===== src/shared/iofl_pkg.sv =====
// constants, field layouts and carrier types for the operand and flag block
// assumes a single mclk domain and an apb master with 32-bit data
// How it works
// - byte memory, sixteen-bit addresses
// - bit 0 least, bit 7 most significant
// - instructions one to three bytes long
// - multi-byte data stored low byte first
// - direct address: byte 2 low, byte 3 high
// - register mode reads register, memory only for code 110
// - indirect address: pair first register high
// - immediate 8 or 16 bits, low first
// - program counter advances to higher addresses
// - direct branch: byte 2 low, byte 3 high
// - indirect branch: pair first register high
// - restart jumps to eight times field
// - five one-bit flags, set 1, reset 0
// - zero flag set when result zero
// - sign flag copies result top bit
// - parity flag set on even ones
// - carry flag on carry or borrow
// - half carry from bit 3 into 4
// - field 111 accumulator, 000 b, 001 c
// - io port number is eight bits
// - pair field: bc, de, hl, stack pointer
package iofl_pkg;
  // register byte offsets
  localparam logic [7:0] OFS_INSTR   = 8'h00;
  localparam logic [7:0] OFS_SP      = 8'h10;
  localparam logic [7:0] OFS_PC      = 8'h18;
  localparam logic [7:0] OFS_CTRL    = 8'h1c;
  localparam logic [7:0] OFS_STATUS  = 8'h20;
  localparam logic [7:0] OFS_EA      = 8'h24;
  localparam logic [7:0] OFS_OPND    = 8'h28;
  localparam logic [7:0] OFS_MEMDATA = 8'h2c;
  localparam logic [7:0] OFS_IOPORT  = 8'h30;
  localparam logic [7:0] OFS_GPR     = 8'h40;
  localparam logic [7:0] OFS_GPR_END = 8'h5c;
  // ctrl fields
  localparam int CTRL_MODE_LSB = 0;
  localparam int CTRL_OP_LSB   = 4;
  localparam int CTRL_ALU_EN   = 8;
  localparam int CTRL_GO       = 9;
  // status fields
  localparam int ST_CY  = 0;
  localparam int ST_P   = 2;
  localparam int ST_AC  = 4;
  localparam int ST_Z   = 6;
  localparam int ST_S   = 7;
  localparam int ST_MEM = 8;
  // register field codes
  localparam logic [2:0] RF_B   = 3'h0;
  localparam logic [2:0] RF_C   = 3'h1;
  localparam logic [2:0] RF_D   = 3'h2;
  localparam logic [2:0] RF_E   = 3'h3;
  localparam logic [2:0] RF_H   = 3'h4;
  localparam logic [2:0] RF_L   = 3'h5;
  localparam logic [2:0] RF_MEM = 3'h6;
  localparam logic [2:0] RF_ACC = 3'h7;
  // register pair codes
  localparam logic [1:0] RP_BC = 2'h0;
  localparam logic [1:0] RP_DE = 2'h1;
  localparam logic [1:0] RP_HL = 2'h2;
  localparam logic [1:0] RP_SP = 2'h3;
  // reset values and restart scale
  localparam logic [15:0] PC_RST = 16'h0000;
  localparam logic [15:0] SP_RST = 16'h0000;
  localparam logic [7:0]  RESTART_SCALE = 8'h08;
  typedef enum logic [3:0] {
    MODE_SEQ     = 4'h0,
    MODE_DIRECT  = 4'h1,
    MODE_REG     = 4'h2,
    MODE_REG_IND = 4'h3,
    MODE_IMM8    = 4'h4,
    MODE_IMM16   = 4'h5,
    MODE_BR_DIR  = 4'h6,
    MODE_BR_IND  = 4'h7,
    MODE_RESTART = 4'h8,
    MODE_IO      = 4'h9
  } iofl_mode_e;
  typedef enum logic [3:0] {
    OP_ADD = 4'h0,
    OP_ADC = 4'h1,
    OP_SUB = 4'h2,
    OP_SBB = 4'h3,
    OP_CMP = 4'h4,
    OP_AND = 4'h5,
    OP_OR  = 4'h6,
    OP_XOR = 4'h7,
    OP_INC = 4'h8,
    OP_DEC = 4'h9
  } iofl_op_e;
  typedef struct packed {
    logic s;
    logic z;
    logic ac;
    logic p;
    logic cy;
  } iofl_flags_s;
  typedef struct packed {
    logic [7:0] b3;
    logic [7:0] b2;
    logic [7:0] b1;
  } iofl_instr_s;
endpackage


===== src/logic/iofl_core.sv =====
// operand addressing, branch target and condition flag logic behind an apb slave
// assumes an apb master on mclk; memory bytes are supplied through a register
`timescale 1ns/10ps
module iofl_core
  import iofl_pkg::*;
(
  // clock and reset
  input  wire logic        mclk,
  input  wire logic        nrst,
  // apb slave
  input  wire logic        psel,
  input  wire logic        penable,
  input  wire logic        pwrite,
  input  wire logic [7:0]  paddr,
  input  wire logic [31:0] pwdata,
  output logic             pready,
  output logic [31:0]      prdata,
  output logic             pslverr,
  // decoded results
  output logic [15:0]      mem_addr,
  output logic             mem_access,
  output logic [15:0]      prog_counter,
  output logic [7:0]       io_port
);

  logic [7:0]   gpr_q [0:7];
  logic [15:0]  sp_q;
  logic [15:0]  pc_q;
  logic [15:0]  ea_q;
  logic [15:0]  opnd_q;
  logic [7:0]   memdata_q;
  logic [7:0]   io_port_q;
  logic         mem_acc_q;
  iofl_instr_s  instr_q;
  iofl_flags_s  flags_q;
  iofl_flags_s  flags_d;
  iofl_mode_e   mode_q;
  iofl_op_e     op_q;
  logic         alu_en_q;
  logic         exec_q;
  logic         pready_q;
  logic         pslverr_q;
  logic [31:0]  prdata_q;
  logic         wr_now;
  logic         hit;
  logic [31:0]  rd_val;
  logic [7:0]   src8;
  logic [15:0]  pair16;
  logic [9:0]   alu_out;
  logic [7:0]   alu_b;

  function automatic logic [15:0] pair_val(input logic [1:0] sel);
    logic [15:0] v;
    v = sp_q;
    case (sel)
      RP_BC:   v = {gpr_q[RF_B], gpr_q[RF_C]};
      RP_DE:   v = {gpr_q[RF_D], gpr_q[RF_E]};
      RP_HL:   v = {gpr_q[RF_H], gpr_q[RF_L]};
      default: v = sp_q;
    endcase
    return v;
  endfunction

  function automatic logic [7:0] reg_val(input logic [2:0] f);
    logic [7:0] v;
    v = gpr_q[f];
    if (f == RF_MEM) begin
      v = memdata_q;
    end
    return v;
  endfunction

  // general register window
  function automatic logic is_gpr(input logic [7:0] a);
    logic g;
    g = (a >= OFS_GPR) && (a <= OFS_GPR_END);
    return g;
  endfunction

  // write strobe for one register offset
  function automatic logic wr_to(input logic [7:0] ofs);
    logic w;
    w = wr_now && (paddr == ofs);
    return w;
  endfunction

  // refuses unmapped and misaligned offsets
  function automatic logic valid_addr(input logic [7:0] a);
    logic ok;
    ok = 1'b0;
    case (a)
      OFS_INSTR, OFS_SP, OFS_PC, OFS_CTRL, OFS_STATUS: ok = 1'b1;
      OFS_EA, OFS_OPND, OFS_MEMDATA, OFS_IOPORT:       ok = 1'b1;
      default: begin
        // general registers, aligned words only
        ok = (a[1:0] == 2'h0) && is_gpr(a);
      end
    endcase
    return ok;
  endfunction

  // result {cy, ac, value}
  function automatic logic [9:0] alu(input iofl_op_e op, input logic [7:0] a,
                                     input logic [7:0] b, input logic ci);
    logic [8:0] s;
    logic [4:0] h;
    s = 9'h000;
    h = 5'h00;
    case (op)
      OP_ADD, OP_ADC: begin
        s = 9'(a) + 9'(b) + 9'(op == OP_ADC ? ci : 1'b0);
        h = 5'(a[3:0]) + 5'(b[3:0]) + 5'(op == OP_ADC ? ci : 1'b0);
      end
      OP_SUB, OP_SBB, OP_CMP: begin
        s = 9'(a) - 9'(b) - 9'(op == OP_SBB ? ci : 1'b0);
        // half carry of a + ~b + 1 (a + ~b + ~ci for sbb), no borrow out of bit 3
        h = {1'b0, a[3:0]} + {1'b0, ~b[3:0]} +
            {4'h0, ((op == OP_SBB) ? ~ci : 1'b1)};
      end
      // logic ops leave carry and half carry clear
      OP_AND:  s = {1'b0, a & b};
      OP_OR:   s = {1'b0, a | b};
      OP_XOR:  s = {1'b0, a ^ b};
      OP_INC: begin
        s = 9'(a) + 9'h001;
        h = 5'(a[3:0]) + 5'h01;
      end
      OP_DEC: begin
        s = 9'(a) - 9'h001;
        h = 5'(a[3:0]) + 5'h0f;
      end
      default: s = {1'b0, a};
    endcase
    return {s[8], h[4], s[7:0]};
  endfunction

  // apb strobes
  // refused writes leave every register unchanged
  assign wr_now = psel & penable & pready_q & pwrite & hit;
  assign hit    = valid_addr(paddr);

  // no wait state, ready in the first access cycle
  always_ff @(posedge mclk) begin
    if (!nrst) begin
      pready_q <= 1'b0;
    end else begin
      pready_q <= psel & ~penable & ~pready_q;
    end
  end

  always_ff @(posedge mclk) begin
    if (!nrst) begin
      pslverr_q <= 1'b0;
    end else begin
      // refusal flag rises with ready
      pslverr_q <= psel & ~penable & ~pready_q & ~hit;
    end
  end

  // read mux
  always_comb begin
    rd_val = 32'h0000_0000;
    if (is_gpr(paddr)) begin
      rd_val = {24'h00_0000, gpr_q[paddr[4:2]]};
    end else begin
      case (paddr)
        OFS_INSTR:   rd_val = {8'h00, instr_q};
        OFS_SP:      rd_val = {16'h0000, sp_q};
        OFS_PC:      rd_val = {16'h0000, pc_q};
        OFS_CTRL:    rd_val = {23'h00_0000, alu_en_q, op_q, mode_q};
        OFS_STATUS: begin
          rd_val[ST_CY]  = flags_q.cy;
          rd_val[ST_P]   = flags_q.p;
          rd_val[ST_AC]  = flags_q.ac;
          rd_val[ST_Z]   = flags_q.z;
          rd_val[ST_S]   = flags_q.s;
          rd_val[ST_MEM] = mem_acc_q;
        end
        OFS_EA:      rd_val = {16'h0000, ea_q};
        OFS_OPND:    rd_val = {16'h0000, opnd_q};
        OFS_MEMDATA: rd_val = {24'h00_0000, memdata_q};
        OFS_IOPORT:  rd_val = {24'h00_0000, io_port_q};
        default:     rd_val = 32'h0000_0000;
      endcase
    end
  end

  always_ff @(posedge mclk) begin
    if (!nrst) begin
      prdata_q <= 32'h0000_0000;
    end else if (psel & ~penable & ~pready_q) begin
      // refused reads return zero
      prdata_q <= hit ? rd_val : 32'h0000_0000;
    end
  end

  // instruction bytes, memory byte, control
  always_ff @(posedge mclk) begin
    if (!nrst) begin
      instr_q   <= '0;
      memdata_q <= 8'h00;
      mode_q    <= MODE_SEQ;
      op_q      <= OP_ADD;
      alu_en_q  <= 1'b0;
    end else if (wr_now) begin
      case (paddr)
        OFS_INSTR:   instr_q   <= pwdata[23:0];
        OFS_MEMDATA: memdata_q <= pwdata[7:0];
        OFS_CTRL: begin
          mode_q   <= iofl_mode_e'(pwdata[CTRL_MODE_LSB +: 4]);
          op_q     <= iofl_op_e'(pwdata[CTRL_OP_LSB +: 4]);
          alu_en_q <= pwdata[CTRL_ALU_EN];
        end
        default: ;
      endcase
    end
  end

  // go bit starts one execute cycle
  always_ff @(posedge mclk) begin
    if (!nrst) begin
      exec_q <= 1'b0;
    end else begin
      exec_q <= wr_to(OFS_CTRL) & pwdata[CTRL_GO];
    end
  end

  // operand fetch, follows register file reads inside the functions
  always_comb begin
    src8   = reg_val(instr_q.b1[2:0]);
    pair16 = pair_val(instr_q.b1[5:4]);
    alu_b  = (mode_q == MODE_IMM8) ? instr_q.b2 : src8;
  end
  assign alu_out = alu(op_q, gpr_q[RF_ACC], alu_b, flags_q.cy);

  // general registers, accumulator result
  // execute and bus write never share an edge
  always_ff @(posedge mclk) begin
    if (!nrst) begin
      for (int i = 0; i < 8; i++) begin
        gpr_q[i] <= 8'h00;
      end
    end else if (exec_q && alu_en_q && op_q != OP_CMP) begin
      gpr_q[RF_ACC] <= alu_out[7:0];
    end else if (wr_now && is_gpr(paddr)) begin
      gpr_q[paddr[4:2]] <= pwdata[7:0];
    end
  end

  always_ff @(posedge mclk) begin
    if (!nrst) begin
      sp_q <= SP_RST;
    end else if (wr_to(OFS_SP)) begin
      sp_q <= pwdata[15:0];
    end
  end

  // flag update
  always_comb begin
    flags_d = flags_q;
    flags_d.z  = (alu_out[7:0] == 8'h00);
    flags_d.s  = alu_out[7];
    flags_d.p  = ~^alu_out[7:0];
    flags_d.ac = alu_out[8];
    if (op_q != OP_INC && op_q != OP_DEC) begin
      flags_d.cy = alu_out[9];
    end
  end

  always_ff @(posedge mclk) begin
    if (!nrst) begin
      flags_q <= '0;
    end else if (exec_q && alu_en_q) begin
      // execute never meets a status write
      flags_q <= flags_d;
    end else if (wr_to(OFS_STATUS)) begin
      flags_q.cy <= pwdata[ST_CY];
      flags_q.p  <= pwdata[ST_P];
      flags_q.ac <= pwdata[ST_AC];
      flags_q.z  <= pwdata[ST_Z];
      flags_q.s  <= pwdata[ST_S];
    end
  end

  // effective address and operand
  always_ff @(posedge mclk) begin
    if (!nrst) begin
      ea_q      <= 16'h0000;
      opnd_q    <= 16'h0000;
      mem_acc_q <= 1'b0;
      io_port_q <= 8'h00;
    end else if (exec_q) begin
      case (mode_q)
        MODE_DIRECT: begin
          // byte 3 high, byte 2 low
          ea_q      <= {instr_q.b3, instr_q.b2};
          mem_acc_q <= 1'b1;
        end
        MODE_REG: begin
          // register operand, memory only for code 110
          // hl addresses the memory operand
          opnd_q    <= {8'h00, src8};
          mem_acc_q <= (instr_q.b1[2:0] == RF_MEM);
          ea_q      <= pair_val(RP_HL);
        end
        MODE_REG_IND: begin
          ea_q      <= pair16;
          mem_acc_q <= 1'b1;
        end
        MODE_IMM8: begin
          opnd_q    <= {8'h00, instr_q.b2};
          mem_acc_q <= 1'b0;
        end
        MODE_IMM16: begin
          opnd_q    <= {instr_q.b3, instr_q.b2};
          mem_acc_q <= 1'b0;
        end
        MODE_IO: begin
          io_port_q <= instr_q.b2;
          mem_acc_q <= 1'b0;
        end
        default: mem_acc_q <= 1'b0;
      endcase
    end
  end

  // program counter
  always_ff @(posedge mclk) begin
    if (!nrst) begin
      pc_q <= PC_RST;
    end else if (exec_q) begin
      case (mode_q)
        MODE_BR_DIR:  pc_q <= {instr_q.b3, instr_q.b2};
        MODE_BR_IND:  pc_q <= pair16;
        MODE_RESTART: pc_q <= 16'(instr_q.b1[5:3]) * 16'(RESTART_SCALE);
        MODE_DIRECT, MODE_IMM16: pc_q <= pc_q + 16'h0003;
        MODE_IMM8, MODE_IO:      pc_q <= pc_q + 16'h0002;
        default:      pc_q <= pc_q + 16'h0001;
      endcase
    end else if (wr_to(OFS_PC)) begin
      pc_q <= pwdata[15:0];
    end
  end

  assign mem_addr     = ea_q;
  assign mem_access   = mem_acc_q;
  assign prog_counter = pc_q;
  assign io_port      = io_port_q;
  assign pready       = pready_q;
  assign prdata       = prdata_q;
  assign pslverr      = pslverr_q;

endmodule


===== config.mk =====
export PLATFORM = sky130hd
export DESIGN_NAME = iofl_core
export DESIGN_NICKNAME = d
export VERILOG_FILES = /design/src/shared/iofl_pkg.sv /design/src/logic/iofl_core.sv
export SDC_FILE = /design/constraint.sdc
export NUM_CORES = 1
export LEC_CHECK = 0
export BUFFER_PORTS_ARGS = -buffer_cell sky130_fd_sc_hd__buf_2
export CAP_MARGIN = 20
export CELL_PAD_IN_SITES_DETAIL_PLACEMENT = 1
export CELL_PAD_IN_SITES_GLOBAL_PLACEMENT = 1
export CORE_ASPECT_RATIO = 1.75
export CORE_MARGIN = 2
export CORE_UTILIZATION = 47
export DETAILED_ROUTE_END_ITERATION = 16
export MAX_ROUTING_LAYER = met4
export PLACE_DENSITY = 0.87
export SLEW_MARGIN = 25
export SYNTH_ARGS = -nofsm -noshare
export SYNTH_HDL_FRONTEND = slang
export SYNTH_SLANG_ARGS = --single-unit

===== constraint.sdc =====
create_clock -name mclk -period 6.4 [get_ports mclk]
set_input_delay 0.32 -clock mclk [delete_from_list [all_inputs] [get_ports mclk]]
set_output_delay 0.32 -clock mclk [all_outputs]
set_load 0.03 [all_outputs]

# Word level (Yosys, flattened, before mapping)
# Memory sizes are Yosys's and may differ from the RTL's. A register that Yosys moved wholly into a read port is not among the register bits.
# Cells that the tools add are included.
# W data, S select, Z words.
dict set report word_totals {
  memories 1
  mem_bits_rw 64
  output_inout_bits 75
  ff_bits 154
  wordCells 167
  inputBits 45
}
dict set report op_classes {
  order_cmp 2
  n_mux 43
  eq_ne 33
  n_reduce_logical 34
  add_sub_neg 15
  n_bitwise 17
}
# name words width rd rd_clocked_by_memory_dff wr line
set memory_table {}
lappend memory_table {gpr_q 8 8 9 1 8 iofl_core.sv:26} ;# logic [7:0] gpr_q [0:7];
# op count
set op_table {}
lappend op_table {{$pmux W16 S3} 3}
lappend op_table {{$pmux W16 S5} 1}
lappend op_table {{$pmux W15 S5} 1}
lappend op_table {{$pmux W9 S7} 1}
lappend op_table {{$eq A8 B6 Y1 const B} 5}
lappend op_table {{$add A16 B2 Y16 const B} 2}
lappend op_table {{$eq A4 B3 Y1 const B} 8}
lappend op_table {{$mux W16} 2}
lappend op_table {{$mux W32} 1}
lappend op_table {{$mux W8} 4}
lappend op_table {{$pmux W1 S9} 3}
lappend op_table {{$pmux W3 S9} 1}
lappend op_table {{$eq A8 B5 Y1 const B} 3}
lappend op_table {{$mux W24} 1}
lappend op_table {{$pmux W1 S8} 3}
lappend op_table {{$pmux W5 S4} 1}
lappend op_table {{$add A16 B1 Y16 const B} 1}
lappend op_table {{$eq A4 B2 Y1 const B} 4}
lappend op_table {{$eq A4 B4 Y1 const B} 4}
lappend op_table {{$logic_not A8 Y1} 2}
lappend op_table {{$mux W1} 15}
lappend op_table {{$reduce_and A2 Y1} 7}
lappend op_table {{$add A4 B4 Y5} 2}
lappend op_table {{$add A5 B1 Y5} 2}
lappend op_table {{37 further kinds} 67}

# Depth between registers and ports, before layout
dict set report logic_depth {
  depth_word 12
  ltp_mapped 24
  depth_no_buf 22
}

# Worst setup path after synthesis
# OpenSTA, ideal clock, no wires.
dict set report synth_timing {
  path_kind {register -> register}
  startpoint {register (tool-made name)}
  endpoint {register flags_q[1] (netlist name)}
  slack_ns 1.228
  n_path_buf 2
  setup_ns 0.086
  synth_period_minus_slack_ns 5.172
  required_ns 6.314
  stages_incl_launch_ff 23
  arrival_time_ns 5.086
  cell_sequence {dfxtp_1 -> clkbuf_1 -> buf_2 -> mux4_2 -> mux2i_1 -> a21oi_1 -> mux2i_1 -> inv_1 -> fa_1 -> inv_1 -> ha_1 -> o211ai_1 -> nand3b_1 -> a21oi_1 -> xnor2_1 -> nand2_1 -> a41o_1 -> ha_1 -> xnor3_1 -> or3b_2 -> o211ai_1 -> a211oi_1 -> a211oi_1}
}
# element line
set synth_lines {}
lappend synth_lines {{end signal, assigned} iofl_core.sv:275} ;# flags_q <= flags_d;
lappend synth_lines {{end, declared} iofl_core.sv:35} ;# iofl_flags_s flags_q;

==> out/summary.txt <==
Worst Hold Class: in2reg
ANT nets after route: 0
Starting Density: 47.7%
DR WL/cell: 30.1 microns
Final hold slack: 0.0322 ns
DP HPWL: 45100 microns
Max Slew Vio Count: 0
Die ar.: 31300 sq um
Die width: 135 microns
Kind of critical path: reg2reg
Root Driver: clkbuf_16
# DRC: 0
Worst rel slew slack: 25.2%
Via Count: 13900
Pin count of the biggest net entering global routing: 86
Clk sinks: 213
Power per Cell Area: 194 nW/um^2
Num CTS Buffers: 21
Reg clk slew, reported paths: 0.07 ns
Mean Syn Cell Area: 8.80 sq um
Total gr overflow: 0
Setup repair after global routing missed its margin: no
Mux share of post-synthesis cell area: 14.5%
Post-synth top flop: dfxtp_1
Reg2Reg Depth: 20
Async SR Flop Fraction: 0%
Core Region: 29400 sq um
Synth Warn #: 0
Ratio of cells with drive above 1 in the final layout: 16.2%
Number of flops mapped to enable cells by yosys: 64
Post-route minimum period: 5.84 ns
Longest Clk Path Bufs: 3
Arr. time, crit path: 6.29 ns
Hold_buf cts: 0
Post-CTS Resized: 0
IO Port Bufs: 103
Final setup skew: 0.0172 ns
Max H-tree Level: 1
Worst Hold Depth: 3
Clock latency on the worst-skew pair: 0.53 ns
Fmax: 0.171 GHz
Initial antenna violation count: 5
Hold Crit Start: pwdata[23]
Layout area overhead: 10.6%
Final setup viols: 0
CP Launch Type: register
Synth Area in Adders: 5.23%
XOR/XNOR Fraction of Synth Area: 2.04%
CTS tree: done
Hold violation count in the final report: 0
Largest family of logic cells by synthesized area: compound AO/OA/AOI/OAI gates
Placed cells: 1989
Max cap viols: 0
TNS Setup: 0 ns
Total wire length: 61200 microns
Post-Synthesis Cell Area: 14000 sq um
Synth Instances: 1591
Reg-to-Reg End: flags_q[1]
Finished Layout Cells: 2032
Drt first-iter violations: 1198
Site Rows: 83
Die Ht: 232 microns
Global-route wire length before repair: 90000 microns
Crit path max fanout: 8
Static leakage: 5.80 nW
Fin worst setup slack: 0.559 ns
Gpl congestion: 1.01
Compound-cell area share of the yosys netlist: 19.5%
Drt pass-1 iters: 8
IR drop worst, VDD: 0.189 mV
WP data required: 6.85 ns
Tightest Pin Transition: 1.12 ns
Outcome: finished, final reports clean
Vias per inst: 6.86
Setup bufs post-CTS: 0
Num ports: 120
FF+latch count, synth: 213
Worst Hold End: instr_q[23]
All-layer global routing usage: 40.3%
Setup WS pre-CTS: 0.534 ns
Nets: 1730
Tcrit/Tclk final: 91.3%
Post-synthesis simple-gate area fraction: 18.6%
Distinct cells, synth: 78
CP Capture Type: register
Number of global-route vias before repair: 14200
R2R setup slack: 0.56 ns
Pwr Total: 3.00 mW
Seq/Total Area, Yosys: 35.0%
worst max-delay path: stages (launching register included):
cell,delay [ns]
dfxtp_1,0.64
mux4_2,0.57
mux2i_1,0.25
a21oi_1,0.13
mux2i_1,0.46
inv_1,0.22
fa_1,0.58
inv_1,0.05
ha_1,0.20
o211ai_1,0.26
nand3b_1,0.14
a21oi_1,0.20
xnor2_1,0.13
nand2_1,0.08
a41o_1,0.25
ha_1,0.32
xnor3_1,0.33
or3b_2,0.47
o211ai_1,0.21
a211oi_1,0.08
a211oi_1,0.20
worst max-delay path by stage:
stage                     startpoint         end  cells after the start
final                       register  flags_q[1]                     20
after detailed placement    register  flags_q[1]                     20
after global placement      register  flags_q[1]                     20
after global routing        register  flags_q[1]                     20
after CTS                   register  flags_q[1]                     20
after floorplan             register  flags_q[1]                     22
logic make-up (layout without fill, tap and decap cells):
family,Yosys count,count (layout)
other,1,13
xor gates and xnor gates,31,31
DFF,213,213
AOI/OAI and AO/OA,433,433
buffers and inverters,173,220
adders and majority gates,55,55
and+or+nand+nor,546,546
muxes,139,139
cell type report:
type / count / area (sq um)
Sequential cell: 213 / 4900
Timing Repair Buffer: 144 / 823
Fill cell: 3439 / 13900
Tap cell: 382 / 478
Inverter: 38 / 145
Clock inverter: 9 / 114
Multi-Input combinational cell: 1212 / 8440
Clock buffer: 29 / 576
Antenna cell: 5 / 12.5
registers in the layout, summed over array words and instances, names as in the netlist, 4 cells and up, named ones only:
name / cells
flags_q: 5
gpr_q: 64
instr_q: 24
io_port: 8
mem_addr: 16
memdata_q: 8
mode_q: 4
op_q: 4
opnd_q: 16
prdata: 24
prog_counter: 16
sp_q: 16
metrics by stage:
| stage | util (%) | area [sq um] |
|---|---|---|
| 2_1_floorplan | - | 14000 |
| 3_3_place_gp | 50.3 | 14800 |
| 3_5_place_dp | 50.3 | 14800 |
| 4_1_cts | 52.7 | 15500 |
| 5_1_grt | 52.7 | 15500 |
| 6_report | 52.7 | 15500 |
cells in the final DEF, fill, tap and decap left out, types with 5 or more instances in the layout:
master	count
nand3b_1	8
a221oi_1	14
inv_1	36
conb_1	8
nor3_2	5
o22ai_1	15
nand2_1	175
nor2_1	161
xnor2_1	16
clkbuf_16	21
mux2_2	11
a21o_1	7
edfxtp_1	64
fa_1	6
buf_2	103
ha_1	49
xor2_1	14
nand3_1	37
o21a_1	8
a22oi_1	44
mux2i_1	78
a31oi_1	7
and2_1	40
clkbuf_1	6
nor3b_1	5
dfxtp_1	149
and3_1	33
diode_2	5
or2_2	5
o21ai_0	74
a21oi_1	156
a311oi_1	10
nand4_1	8
nor3_1	15
mux4_2	50
nor2b_1	8
o211ai_1	20
nand2b_1	17
buf_4	41
a211oi_1	37
synth_stat cells, drive strengths merged, types with 8 or more instances:
library cell    n  area (sq um)
a21oi         157           790
nand4           8          50.1
o211ai         20           150
a311oi         10          87.6
o21ai          77           389
o21a            8          60.1
mux2i          78           781
and2           42           263
mux4           50          1130
nand3          37           185
nor3           21           125
xnor2          16           140
and3           33           206
o22ai          15          93.8
xor2           14           123
nor2          164           633
ha             49           613
mux2           11           124
nor2b           8          50.1
a211oi         38           285
clkbuf         99           374
nand3b          8          60.1
buf            36           199
nand2b         17           106
a221oi         14           123
dfxtp         149          2980
nand2         175           657
edfxtp         64          1920
a22oi          44           330
inv            37           139
layer usage:
| metal | GRT usage, % | wire length, microns |
|---|---|---|
| met5 | - | 0 |
| met4 | 37.5 | 7280 |
| met3 | 7.65 | 4170 |
| met2 | 68.2 | 30500 |
| met1 | 38.1 | 19300 |
where the power goes:
part / switching [mW] / leakage, nW / internal (mW)
registers: 0.0190 / 1.87 / 1.40
logic: 0.197 / 3.61 / 0.0971
clock network: 0.573 / 0.326 / 0.717
No activity file was read; power rests on OpenSTA's default activity.
